File: src/verilog/sbs_pkg.sv
package sbs_pkg;

	// Register byte addresses (word aligned)
	localparam logic [3:0] ADDR_CTRL   = 4'h0;
	localparam logic [3:0] ADDR_STATUS = 4'h4;
	localparam logic [3:0] ADDR_TXDATA = 4'h8;
	localparam logic [3:0] ADDR_RXDATA = 4'hc;

	// Control register field positions
	localparam int CTRL_PORT_EN   = 0;
	localparam int CTRL_SYNC      = 1;
	localparam int CTRL_CLK_MSTR  = 2;
	localparam int CTRL_TX_EN     = 3;
	localparam int CTRL_SEND_BRK  = 4;
	localparam int CTRL_SINGLE_RX_ENABLE      = 5;
	localparam int CTRL_CONTINUOUS_RX_ENABLE      = 6;
	localparam int CTRL_CLK_POL   = 7;
	localparam int CTRL_WAKE_EN   = 8;
	localparam int CTRL_BAUD_LSB  = 16;

	// Status register field positions
	localparam int STAT_TX_IRQ    = 0;
	localparam int STAT_SHIFT_MT  = 1;
	localparam int STAT_RX_IRQ    = 2;
	localparam int STAT_FRAME_ERR = 3;
	localparam int STAT_RX_IDLE   = 4;

	localparam logic [15:0] BAUD_DIV_RST = 16'h000f;
	localparam logic [3:0]  BRK_ZEROS    = 4'hc;
	localparam logic [3:0]  DATA_BITS    = 4'h8;
	localparam logic [7:0]  BRK_RX_VALUE = 8'h00;

	typedef struct packed {
		logic        wake_on_break_en;
		logic        clock_polarity_bit;
		logic        continuous_rx_enable;
		logic        single_rx_enable;
		logic        send_break_bit;
		logic        tx_enable_bit;
		logic        clock_source_master;
		logic        sync_mode;
		logic        port_enable;
	} ctrl_type;

	typedef struct packed {
		logic [7:0]  data;
		logic        is_break;
	} tx_char_type;

	typedef enum logic [2:0] {
		TX_IDLE  = 3'b000,
		TX_START = 3'b001,
		TX_BITS  = 3'b010,
		TX_STOP  = 3'b011,
		TX_SLOW  = 3'b100,
		TX_SHIGH = 3'b101
	} tx_state_type;

endpackage : sbs_pkg

File: src/verilog/serial_break_sync_master.sv
// Register access over Avalon-MM and the address map were chosen for this implementation.
`timescale 1ns/10ps
`default_nettype none

// What this block does
// - Wake event while wake-on-break armed sets the receive interrupt flag.
// - Rising edge on data line clears wake-on-break enable in hardware.
// - Reading receive data register clears the wake interrupt; value is discarded.
// - Break is start bit, twelve zero bits, one stop bit.
// - Break starts on transmit-data write with send-break and transmit-enable set.
// - During a break the written value is ignored; only zeros go out.
// - Send-break clears after the break stop bit; preloaded byte follows.
// - Shift-empty status tracks break transmission like ordinary characters.
// - Transmit flag shows data register empty; write only then.
// - Received break shows receive flag, framing error and data 00h.
// - With wake armed, one falling edge raises an interrupt, next byte another.
// - Sync mode: one data line, one clock line, half duplex, no framing.
// - Sync master needs sync, clock source, port enable; sync transmit needs both rx enables clear.
// - Sync master drives shift clock and enables clock pin driver.
// - Exactly one clock cycle per data bit, none extra.
// - Data changes on leading edge, valid at trailing edge.
// - Polarity set idles clock high; clear idles low.
// - Sync master transmit enables both data and clock drivers.
// - Written char waits until shift register empties, else moves at once.
module serial_break_sync_master
	import sbs_pkg::*;
(
	input  wire logic        clk,
	input  wire logic        rst_n,
	input  wire logic [3:0]  avs_address,
	input  wire logic        avs_read,
	input  wire logic        avs_write,
	input  wire logic [31:0] avs_writedata,
	output logic      [31:0] avs_readdata,
	output logic             avs_waitrequest,
	input  wire logic        rx_data_pin_in,
	output logic             rx_data_pin_out,
	output logic             rx_data_pin_oe,
	output logic             tx_clock_pin_out,
	output logic             tx_clock_pin_oe
);

	ctrl_type     ctrl_ff;
	logic [15:0]  baud_div_ff;
	tx_char_type  hold_ff;
	logic         hold_full_ff;
	logic [7:0]   shift_ff;
	logic         shift_brk_ff;
	logic [3:0]   bit_cnt_ff;
	tx_state_type state_ff;
	logic [15:0]  baud_cnt_ff;
	logic         line_ff;
	logic         clk_pin_ff;
	logic         tx_irq_flag_ff;
	logic         rx_irq_flag_ff;
	logic         framing_error_ff;
	logic [7:0]   rx_data_reg_ff;
	logic         rx_meta_ff;
	logic         rx_sync_ff;
	logic         rx_prev_ff;
	logic         ack_ff;
	logic         wake_fell_ff;

	// Programmable baud divider; ordinary characters are also received here,
	// so this block sees the line for character, break and wake detection.
	logic baud_tick;
	logic sync_master;
	logic sync_tx;
	logic do_load;
	logic wr_tx;
	logic rd_rx;
	logic wr_ctrl;
	logic rx_rise;
	logic rx_fall;
	logic brk_done;
	logic low_run_ff;
	logic [4:0] low_bits_ff;
	logic         rx_on;
	logic         rx_sample;
	logic         rx_done;
	logic         rx_busy_ff;
	logic [3:0]   rx_idx_ff;
	logic [7:0]   rx_shift_ff;
	logic [15:0]  rx_cnt_ff;

	assign baud_tick   = (baud_cnt_ff == 16'h0000);
	assign sync_master = ctrl_ff.sync_mode && ctrl_ff.clock_source_master
	                     && ctrl_ff.port_enable;
	assign sync_tx     = sync_master && !ctrl_ff.single_rx_enable
	                     && !ctrl_ff.continuous_rx_enable;
	assign rx_rise     = rx_sync_ff && !rx_prev_ff;
	assign rx_fall     = !rx_sync_ff && rx_prev_ff;

	// Bus: one wait cycle per access, answered on the second edge
	assign avs_waitrequest = (avs_read || avs_write) && !ack_ff;
	assign wr_tx   = avs_write && ack_ff && (avs_address == ADDR_TXDATA);
	assign wr_ctrl = avs_write && ack_ff && (avs_address == ADDR_CTRL);
	assign rd_rx   = avs_read && ack_ff && (avs_address == ADDR_RXDATA);

	always_ff @(posedge clk or negedge rst_n) begin
		if (!rst_n) begin
			ack_ff <= 1'b0;
		end else begin
			ack_ff <= (avs_read || avs_write) && !ack_ff;
		end
	end

	always_ff @(posedge clk or negedge rst_n) begin
		if (!rst_n) begin
			avs_readdata <= 32'h0000_0000;
		end else if ((avs_read) && !ack_ff) begin
			case (avs_address)
				ADDR_CTRL: begin
					avs_readdata <= {baud_div_ff, 7'h00, ctrl_ff};
				end
				ADDR_STATUS: begin
					avs_readdata <= {27'h0000000, !rx_busy_ff && !wake_fell_ff,
						framing_error_ff, rx_irq_flag_ff, (state_ff == TX_IDLE),
						tx_irq_flag_ff};
				end
				ADDR_RXDATA: begin
					avs_readdata <= {24'h000000, rx_data_reg_ff};
				end
				default: begin
					avs_readdata <= 32'h0000_0000;
				end
			endcase
		end
	end

	// Input synchroniser for the data line
	always_ff @(posedge clk or negedge rst_n) begin
		if (!rst_n) begin
			rx_meta_ff <= 1'b1;
			rx_sync_ff <= 1'b1;
			rx_prev_ff <= 1'b1;
		end else begin
			rx_meta_ff <= rx_data_pin_in;
			rx_sync_ff <= rx_meta_ff;
			rx_prev_ff <= rx_sync_ff;
		end
	end

	always_ff @(posedge clk or negedge rst_n) begin
		if (!rst_n) begin
			baud_cnt_ff <= BAUD_DIV_RST;
		end else if (baud_tick || wr_ctrl || do_load) begin
			baud_cnt_ff <= baud_div_ff;
		end else begin
			baud_cnt_ff <= baud_cnt_ff - 16'h0001;
		end
	end

	// Control register; hardware clears of send-break and wake win over writes
	assign brk_done = (state_ff == TX_STOP) && baud_tick && shift_brk_ff;
	always_ff @(posedge clk or negedge rst_n) begin
		if (!rst_n) begin
			ctrl_ff     <= '0;
			baud_div_ff <= BAUD_DIV_RST;
		end else begin
			if (wr_ctrl) begin
				ctrl_ff     <= ctrl_type'(avs_writedata[8:0]);
				baud_div_ff <= avs_writedata[31:16];
			end
			if (brk_done) begin
				ctrl_ff.send_break_bit <= 1'b0;
			end
			if (ctrl_ff.wake_on_break_en && wake_fell_ff && rx_rise) begin
				ctrl_ff.wake_on_break_en <= 1'b0;
			end
		end
	end

	// Holding register: a char waits here until the shifter takes it
	assign do_load = hold_full_ff && (state_ff == TX_IDLE) && ctrl_ff.tx_enable_bit;
	always_ff @(posedge clk or negedge rst_n) begin
		if (!rst_n) begin
			hold_ff      <= '0;
			hold_full_ff <= 1'b0;
		end else if (wr_tx) begin
			hold_ff.data     <= avs_writedata[7:0];
			hold_ff.is_break <= ctrl_ff.send_break_bit && ctrl_ff.tx_enable_bit
			                    && !ctrl_ff.sync_mode
			                    && !(shift_brk_ff && state_ff != TX_IDLE);
			hold_full_ff     <= 1'b1;
		end else if (do_load) begin
			hold_full_ff <= 1'b0;
		end
	end

	// Transmit flag: set on transfer to shifter; a write clears it, set wins
	always_ff @(posedge clk or negedge rst_n) begin
		if (!rst_n) begin
			tx_irq_flag_ff <= 1'b1;
		end else if (do_load) begin
			tx_irq_flag_ff <= 1'b1;
		end else if (wr_tx) begin
			tx_irq_flag_ff <= 1'b0;
		end
	end

	// Shifter: async frames use baud ticks; sync master uses two ticks per bit
	always_ff @(posedge clk or negedge rst_n) begin
		if (!rst_n) begin
			state_ff     <= TX_IDLE;
			shift_ff     <= 8'h00;
			shift_brk_ff <= 1'b0;
			bit_cnt_ff   <= 4'h0;
			line_ff      <= 1'b1;
			clk_pin_ff   <= 1'b0;
		end else begin
			case (state_ff)
				TX_IDLE: begin
					clk_pin_ff <= ctrl_ff.clock_polarity_bit;
					if (do_load) begin
						shift_ff     <= hold_ff.is_break ? 8'h00 : hold_ff.data;
						shift_brk_ff <= hold_ff.is_break;
						bit_cnt_ff   <= hold_ff.is_break ? BRK_ZEROS : DATA_BITS;
						if (sync_tx) begin
							state_ff <= TX_SLOW;
						end else begin
							state_ff <= TX_START;
						end
					end
				end
				TX_START: begin
					line_ff <= 1'b0;
					if (baud_tick) begin
						state_ff <= TX_BITS;
					end
				end
				TX_BITS: begin
					line_ff <= shift_ff[0];
					if (baud_tick) begin
						shift_ff   <= {1'b0, shift_ff[7:1]};
						bit_cnt_ff <= bit_cnt_ff - 4'h1;
						if (bit_cnt_ff == 4'h1) begin
							state_ff <= TX_STOP;
						end
					end
				end
				TX_STOP: begin
					line_ff <= 1'b1;
					if (baud_tick) begin
						state_ff <= TX_IDLE;
					end
				end
				TX_SLOW: begin
					// Leading edge moves the data, so it holds through the trailing edge
					if (baud_tick) begin
						clk_pin_ff <= !ctrl_ff.clock_polarity_bit;
						line_ff    <= shift_ff[0];
						state_ff   <= TX_SHIGH;
					end
				end
				TX_SHIGH: begin
					if (baud_tick) begin
						clk_pin_ff <= ctrl_ff.clock_polarity_bit;
						shift_ff   <= {1'b0, shift_ff[7:1]};
						bit_cnt_ff <= bit_cnt_ff - 4'h1;
						state_ff   <= (bit_cnt_ff == 4'h1) ? TX_IDLE : TX_SLOW;
					end
				end
				default: begin
					state_ff <= TX_IDLE;
				end
			endcase
		end
	end

	// Pin drivers
	assign rx_data_pin_out  = line_ff;
	assign rx_data_pin_oe   = sync_tx && ctrl_ff.tx_enable_bit;
	assign tx_clock_pin_out = sync_master ? clk_pin_ff : line_ff;
	assign tx_clock_pin_oe  = ctrl_ff.port_enable &&
	                          (sync_master || !ctrl_ff.sync_mode);

	// Wake-on-break: falling edge is the wake event, rising edge ends break
	always_ff @(posedge clk or negedge rst_n) begin
		if (!rst_n) begin
			wake_fell_ff <= 1'b0;
		end else if (!ctrl_ff.wake_on_break_en) begin
			wake_fell_ff <= 1'b0;
		end else if (rx_fall) begin
			wake_fell_ff <= 1'b1;
		end
	end

	// Break length detector on the line, for received-break reporting
	always_ff @(posedge clk or negedge rst_n) begin
		if (!rst_n) begin
			low_run_ff  <= 1'b0;
			low_bits_ff <= 5'h00;
		end else if (rx_sync_ff || ctrl_ff.sync_mode) begin
			low_run_ff  <= 1'b0;
			low_bits_ff <= 5'h00;
		end else if (baud_tick && low_bits_ff != 5'h1f) begin
			low_run_ff  <= 1'b1;
			low_bits_ff <= low_bits_ff + 5'h01;
		end
	end

	// Character receiver: samples mid-bit; idle while wake-on-break owns the line
	assign rx_on     = ctrl_ff.port_enable && !ctrl_ff.sync_mode
	                   && ctrl_ff.continuous_rx_enable && !ctrl_ff.wake_on_break_en;
	assign rx_sample = rx_busy_ff && (rx_cnt_ff == 16'h0000);
	assign rx_done   = rx_sample && (rx_idx_ff == DATA_BITS + 4'h1);
	always_ff @(posedge clk or negedge rst_n) begin
		if (!rst_n) begin
			rx_busy_ff  <= 1'b0;
			rx_idx_ff   <= 4'h0;
			rx_shift_ff <= 8'h00;
			rx_cnt_ff   <= 16'h0000;
		end else if (!rx_on) begin
			rx_busy_ff <= 1'b0;
		end else if (!rx_busy_ff) begin
			rx_busy_ff <= rx_fall;
			rx_idx_ff  <= 4'h0;
			rx_cnt_ff  <= {1'b0, baud_div_ff[15:1]};
		end else if (rx_sample) begin
			// A start bit that is high again at its centre was a glitch
			rx_busy_ff  <= !(rx_done || (rx_idx_ff == 4'h0 && rx_sync_ff));
			rx_idx_ff   <= rx_idx_ff + 4'h1;
			rx_cnt_ff   <= baud_div_ff;
			rx_shift_ff <= rx_done ? rx_shift_ff : {rx_sync_ff, rx_shift_ff[7:1]};
		end else begin
			rx_cnt_ff <= rx_cnt_ff - 16'h0001;
		end
	end

	// Receive flag: wake event, long low or received char; read of data clears, set wins
	always_ff @(posedge clk or negedge rst_n) begin
		if (!rst_n) begin
			rx_irq_flag_ff   <= 1'b0;
			framing_error_ff <= 1'b0;
			rx_data_reg_ff   <= 8'h00;
		end else if (ctrl_ff.wake_on_break_en && rx_fall && !wake_fell_ff) begin
			rx_irq_flag_ff <= 1'b1;
		end else if (!ctrl_ff.wake_on_break_en && low_run_ff && rx_rise
		             && low_bits_ff >= {1'b0, DATA_BITS} + 5'h02) begin
			rx_irq_flag_ff   <= 1'b1;
			framing_error_ff <= 1'b1;
			rx_data_reg_ff   <= BRK_RX_VALUE;
		end else if (rx_done) begin
			rx_irq_flag_ff   <= 1'b1;
			framing_error_ff <= !rx_sync_ff;
			rx_data_reg_ff   <= rx_shift_ff;
		end else if (rd_rx) begin
			rx_irq_flag_ff   <= 1'b0;
			framing_error_ff <= 1'b0;
		end
	end

	AST_BRK_ZEROS: assert property (@(posedge clk) disable iff (!rst_n)
		(state_ff == TX_BITS && shift_brk_ff) |-> !line_ff || $past(state_ff) != TX_BITS)
		else $error("break sent a one bit");
	AST_BRK_CLEAR: assert property (@(posedge clk) disable iff (!rst_n)
		brk_done |=> !ctrl_ff.send_break_bit) else $error("send break not cleared");
	AST_BRK_LEN: assert property (@(posedge clk) disable iff (!rst_n)
		(do_load && hold_ff.is_break) |=> bit_cnt_ff == BRK_ZEROS) else $error("break length");
	AST_TX_FLAG: assert property (@(posedge clk) disable iff (!rst_n)
		do_load |=> tx_irq_flag_ff && !hold_full_ff) else $error("tx flag not set on load");
	AST_WAKE_CLR: assert property (@(posedge clk) disable iff (!rst_n)
		(ctrl_ff.wake_on_break_en && wake_fell_ff && rx_rise) |=> !ctrl_ff.wake_on_break_en)
		else $error("wake enable not cleared");
	AST_WAKE_IRQ: assert property (@(posedge clk) disable iff (!rst_n)
		(ctrl_ff.wake_on_break_en && rx_fall && !wake_fell_ff) |=> rx_irq_flag_ff)
		else $error("wake irq missing");
	AST_CLK_IDLE: assert property (@(posedge clk) disable iff (!rst_n)
		(sync_master && state_ff == TX_IDLE && $past(state_ff) == TX_IDLE)
		|-> clk_pin_ff == $past(ctrl_ff.clock_polarity_bit)) else $error("clock idle level");
	AST_DATA_OE: assert property (@(posedge clk) disable iff (!rst_n)
		(sync_tx && ctrl_ff.tx_enable_bit) |-> rx_data_pin_oe && tx_clock_pin_oe)
		else $error("sync tx drivers off");
	AST_DATA_STABLE: assert property (@(posedge clk) disable iff (!rst_n)
		state_ff == TX_SHIGH |=> $stable(line_ff)) else $error("data moved");
	AST_RD_CLR: assert property (@(posedge clk) disable iff (!rst_n)
		(rd_rx && !rx_fall && !rx_rise && !rx_done) |=> !rx_irq_flag_ff)
		else $error("read no clear");
	AST_RX_BYTE: assert property (@(posedge clk) disable iff (!rst_n)
		rx_done |=> rx_irq_flag_ff && rx_data_reg_ff == $past(rx_shift_ff))
		else $error("received byte not posted");

	COV_BREAK: cover property (@(posedge clk) disable iff (!rst_n) brk_done);
	COV_SYNC_TX: cover property (@(posedge clk) disable iff (!rst_n)
		state_ff == TX_SHIGH ##1 state_ff == TX_IDLE);
	COV_WAKE: cover property (@(posedge clk) disable iff (!rst_n)
		ctrl_ff.wake_on_break_en ##1 !ctrl_ff.wake_on_break_en);
	COV_RX_BRK: cover property (@(posedge clk) disable iff (!rst_n) framing_error_ff);

endmodule : serial_break_sync_master

`default_nettype wire

File: config.mk
export PLATFORM = sky130hd
export DESIGN_NAME = serial_break_sync_master
export DESIGN_NICKNAME = d
export VERILOG_FILES = /design/src/verilog/sbs_pkg.sv /design/src/verilog/serial_break_sync_master.sv
export SDC_FILE = /design/constraint.sdc
export NUM_CORES = 1
export LEC_CHECK = 0
export ABC_AREA = 1
export BUFFER_PORTS_ARGS = -buffer_cell sky130_fd_sc_hd__buf_2
export CORE_MARGIN = 5
export CORE_UTILIZATION = 45
export DETAILED_ROUTE_END_ITERATION = 6
export PLACE_DENSITY_LB_ADDON = 0.15
export SLEW_MARGIN = 30
export SYNTH_ARGS = -nofsm -noshare
export SYNTH_HDL_FRONTEND = slang
export SYNTH_SLANG_ARGS = --single-unit
File: constraint.sdc
create_clock -name clk -period 1.7 [get_ports clk]
set_clock_uncertainty 0.15 [all_clocks]
set_input_delay 0.17 -clock clk [delete_from_list [all_inputs] [get_ports clk]]
set_output_delay 0.17 -clock clk [all_outputs]
set_load 0.02 [all_outputs]
==> run_results.csv <==
group,metric,value,unit
outcome,status,"finished with violations",
outcome,violations,"negative setup slack",
layout,fin_cells,1358,
layout,layout_commonest_cell,"nand2_1",
route,final_antenna_net_count,0,
setup_path,path_max_fanout,4,
floorplanning,ios,78,
timing,min_period,1.86,ns
synth,synth-seq-cells,145,
synth,synth-edff-count,0,
timing,fmax,536,MHz
setup_path,required,1.88,ns
cts,tritoncts,"built",
timing,hold_viol,0,
setup_path,cp-end-kind,"flop",
placement,place.gp.congestion,0.879,
flow_run,cap_violations,0,
timing,rsz0062_at_grt,"true",
cts,cts_max_path_buffers,2,
min_path,hp-class,"primary input to asynchronous set/reset pin",
global_routing,grt_antenna_before_repair,0,
placement,dp_hpwl,14000,um
floorplanning,die_area,19500,sq um
cts,clk_pin_slew_worst_paths,0.06,ns
synth,seq_area_frac_synth,48.1,%
synth,syn_inst,914,
cts,htree_levels,4,
floorplanning,die_w,140,um
layout,num_antenna_cells,0,
layout,layout_common_cells,"nand2_1 (206), dfrtp_1 (129), buf_4 (91)",
floorplanning,initial_utilization,45.8,%
timing,setup_ws,-0.165,ns
setup_path,r2r_cells,11,
setup_path,crit_type,"flop to flop",
global_routing,grt_pass1_vias,6771,
route,num_vias,6904,
cts,clock-sinks,145,
power,total_leakage_power,5.20,nW
layout,fillers,1350,
synth,ys.flop_type,"dfrtp_1",
timing,tns,-5.17,ns
floorplanning,core_area,16500,sq um
synth,syn_area_per_cell,8.29,sq um
floorplanning,num_rows,47,
synth,ys_warn_count,0,
cts,root_buffer,"clkbuf_16",
route,vias_per_cell,5.08,
route,wire_per_inst,15.6,um
layout,area_growth,43.1,%
layout,drive_above_1_share,38.3,%
timing,drv_slew,0,
synth,syn_area,7570,sq um
global_routing,grt_pass1_wl,34300,um
global_routing,grt_overflow_total,0,
layout,nets,1178,
synth,async_reset_ff_share,100,%
route,drc,0,
power,power.density,1400,nW/um^2
synth,synth_cell_type_count,51,
placement,io_buffer_count,63,
floorplanning,die_h,140,um
global_routing,track_usage,21.7,%
timing,fin_crit_sh,110,%
global_routing,grt_max_degree,48,
placement,placed_cells,1263,
timing,final-setup-viol-count,62,
cts,insertion_delay,0.42,ns
route,finalWirelength,21200,um
route,first_pass_iters,6,
setup_path,start_kind,"flop",
route,drtIter0Drc,375,
setup_path,crit_arrival,2.05,ns
power,ir_worst_vdd,887,uV
cts,cts_buffers,17,
==> final timing paths <==
path / startpoint / endpoint / slack (ns)
min reg2reg: rx_meta_ff / rx_sync_ff / 0.21
min in group clk: avs_address[0] / avs_readdata[6] / 0.06
max reg2reg: rx_cnt_ff[0] / rx_cnt_ff[1] / -0.16
max in group asynchronous: rst_n / rx_sync_ff / 0.73
max: rx_cnt_ff[0] / rx_cnt_ff[1] / -0.16
min: rst_n / baud_div_ff[12] / 0.06
==> power breakdown <==
group / switching [mW] / internal [mW]
logic: 3.49 / 2.93
clock network: 1.51 / 2.16
registers: 0.750 / 4.29
total: 5.75 / 9.39
==> what timing repair did <==
item                                    CTS  global route
cloned                                    5             4
pin swaps                                32            53
buffers inserted                         19            10
endpoints found under the hold margin   174             0
gates resized for setup                  98           147
endpoints found under the setup margin   65            84
hold buffers                             29             0
==> sequential cells by signal, indices dropped and copies added (netlist names), 3 cells and up <==
name            flops
state_ff            3
rx_data_reg_ff      8
rx_cnt_ff          16
bit_cnt_ff          4
hold_ff             9
rx_shift_ff         8
rx_idx_ff           4
shift_ff            8
baud_cnt_ff        16
ctrl_ff             9
baud_div_ff        16
avs_readdata       25
low_bits_ff         5
==> routing by layer <==
layer	wire length, um	global-route usage (%)
met2	10600	35.5
met3	714	3.95
met4	253	5.56
met1	9650	29.8
met5	0	0
==> synth_stat cells (6+ instances only) <==
master    number  area, sq um
nand2_1      260          976
dfrtp_1      132         3300
nor2_1        83          312
inv_1         82          308
o21ai_0       51          255
nand3_1       49          245
a21oi_1       30          150
o21ai_1       18         90.1
nand4_1       14         87.6
o21ai_2       14          123
xor2_1        14          123
dfstp_2       13          342
ha_1          12          150
buf_4         11         82.6
nor3_1        10         50.1
a22oi_1        9         67.6
clkbuf_1       9         33.8
o31ai_1        9         67.6
nand2_2        7         43.8
o211ai_1       7         52.6
buf_2          6         30.0
buf_6          6         67.6
inv_2          6         22.5
==> metrics by stage <==
step,cell area (sq um),util (%),power [mW],hold slack [ns],setup WS (ns)
finish,10800,65.6,15.1,0.0629,-0.165
global route,10800,65.6,16.1,0.0928,-0.283
CTS,10200,61.7,14.2,0.0528,-0.111
detailed placement,8800,53.3,9.87,-0.0594,-0.135
global placement,8800,53.3,9.82,-0.0557,-0.0825
floorplan,7610,-,7.93,-0.276,0.00651
==> logic make-up (layout without fill, tap and decap cells) <==
| group | Yosys count | after routing | share of synthesized area, % |
|---|---|---|---|
| simple gates | 459 | 463 | 27.5 |
| compound gates | 149 | 149 | 11.7 |
| flops | 145 | 145 | 48.1 |
| buf+inv | 122 | 336 | 7.32 |
| xor+xnor | 17 | 17 | 1.97 |
| fa+ha+maj | 12 | 12 | 1.98 |
| mux | 9 | 9 | 1.34 |
| other cells | 1 | 7 | 0.0495 |
==> cell type report <==
class / count / area, sq um / share of cell area, %
timing repair inverter: 1 / 8.76 / 0.0808
sequential: 145 / 3650 / 33.7
timing repair buffer: 213 / 1800 / 16.6
tap: 220 / 275 / 2.54
clock inverter: 13 / 138 / 1.27
inverter: 90 / 378 / 3.49
clock buffer: 19 / 433 / 4.00
multi-input combinational: 657 / 4150 / 38.3
==> critical path: stages, from the launching register on <==
cell	delay (ns)
dfrtp_1	0.39
inv_2	0.08
ha_4	0.15
inv_2	0.04
nor2_2	0.13
nand2_2	0.08
nor2_4	0.15
nand3_4	0.12
inv_6	0.13
nand2_8	0.09
buf_6	0.13
o211ai_1	0.15
(Power assumes the default switching activity.)
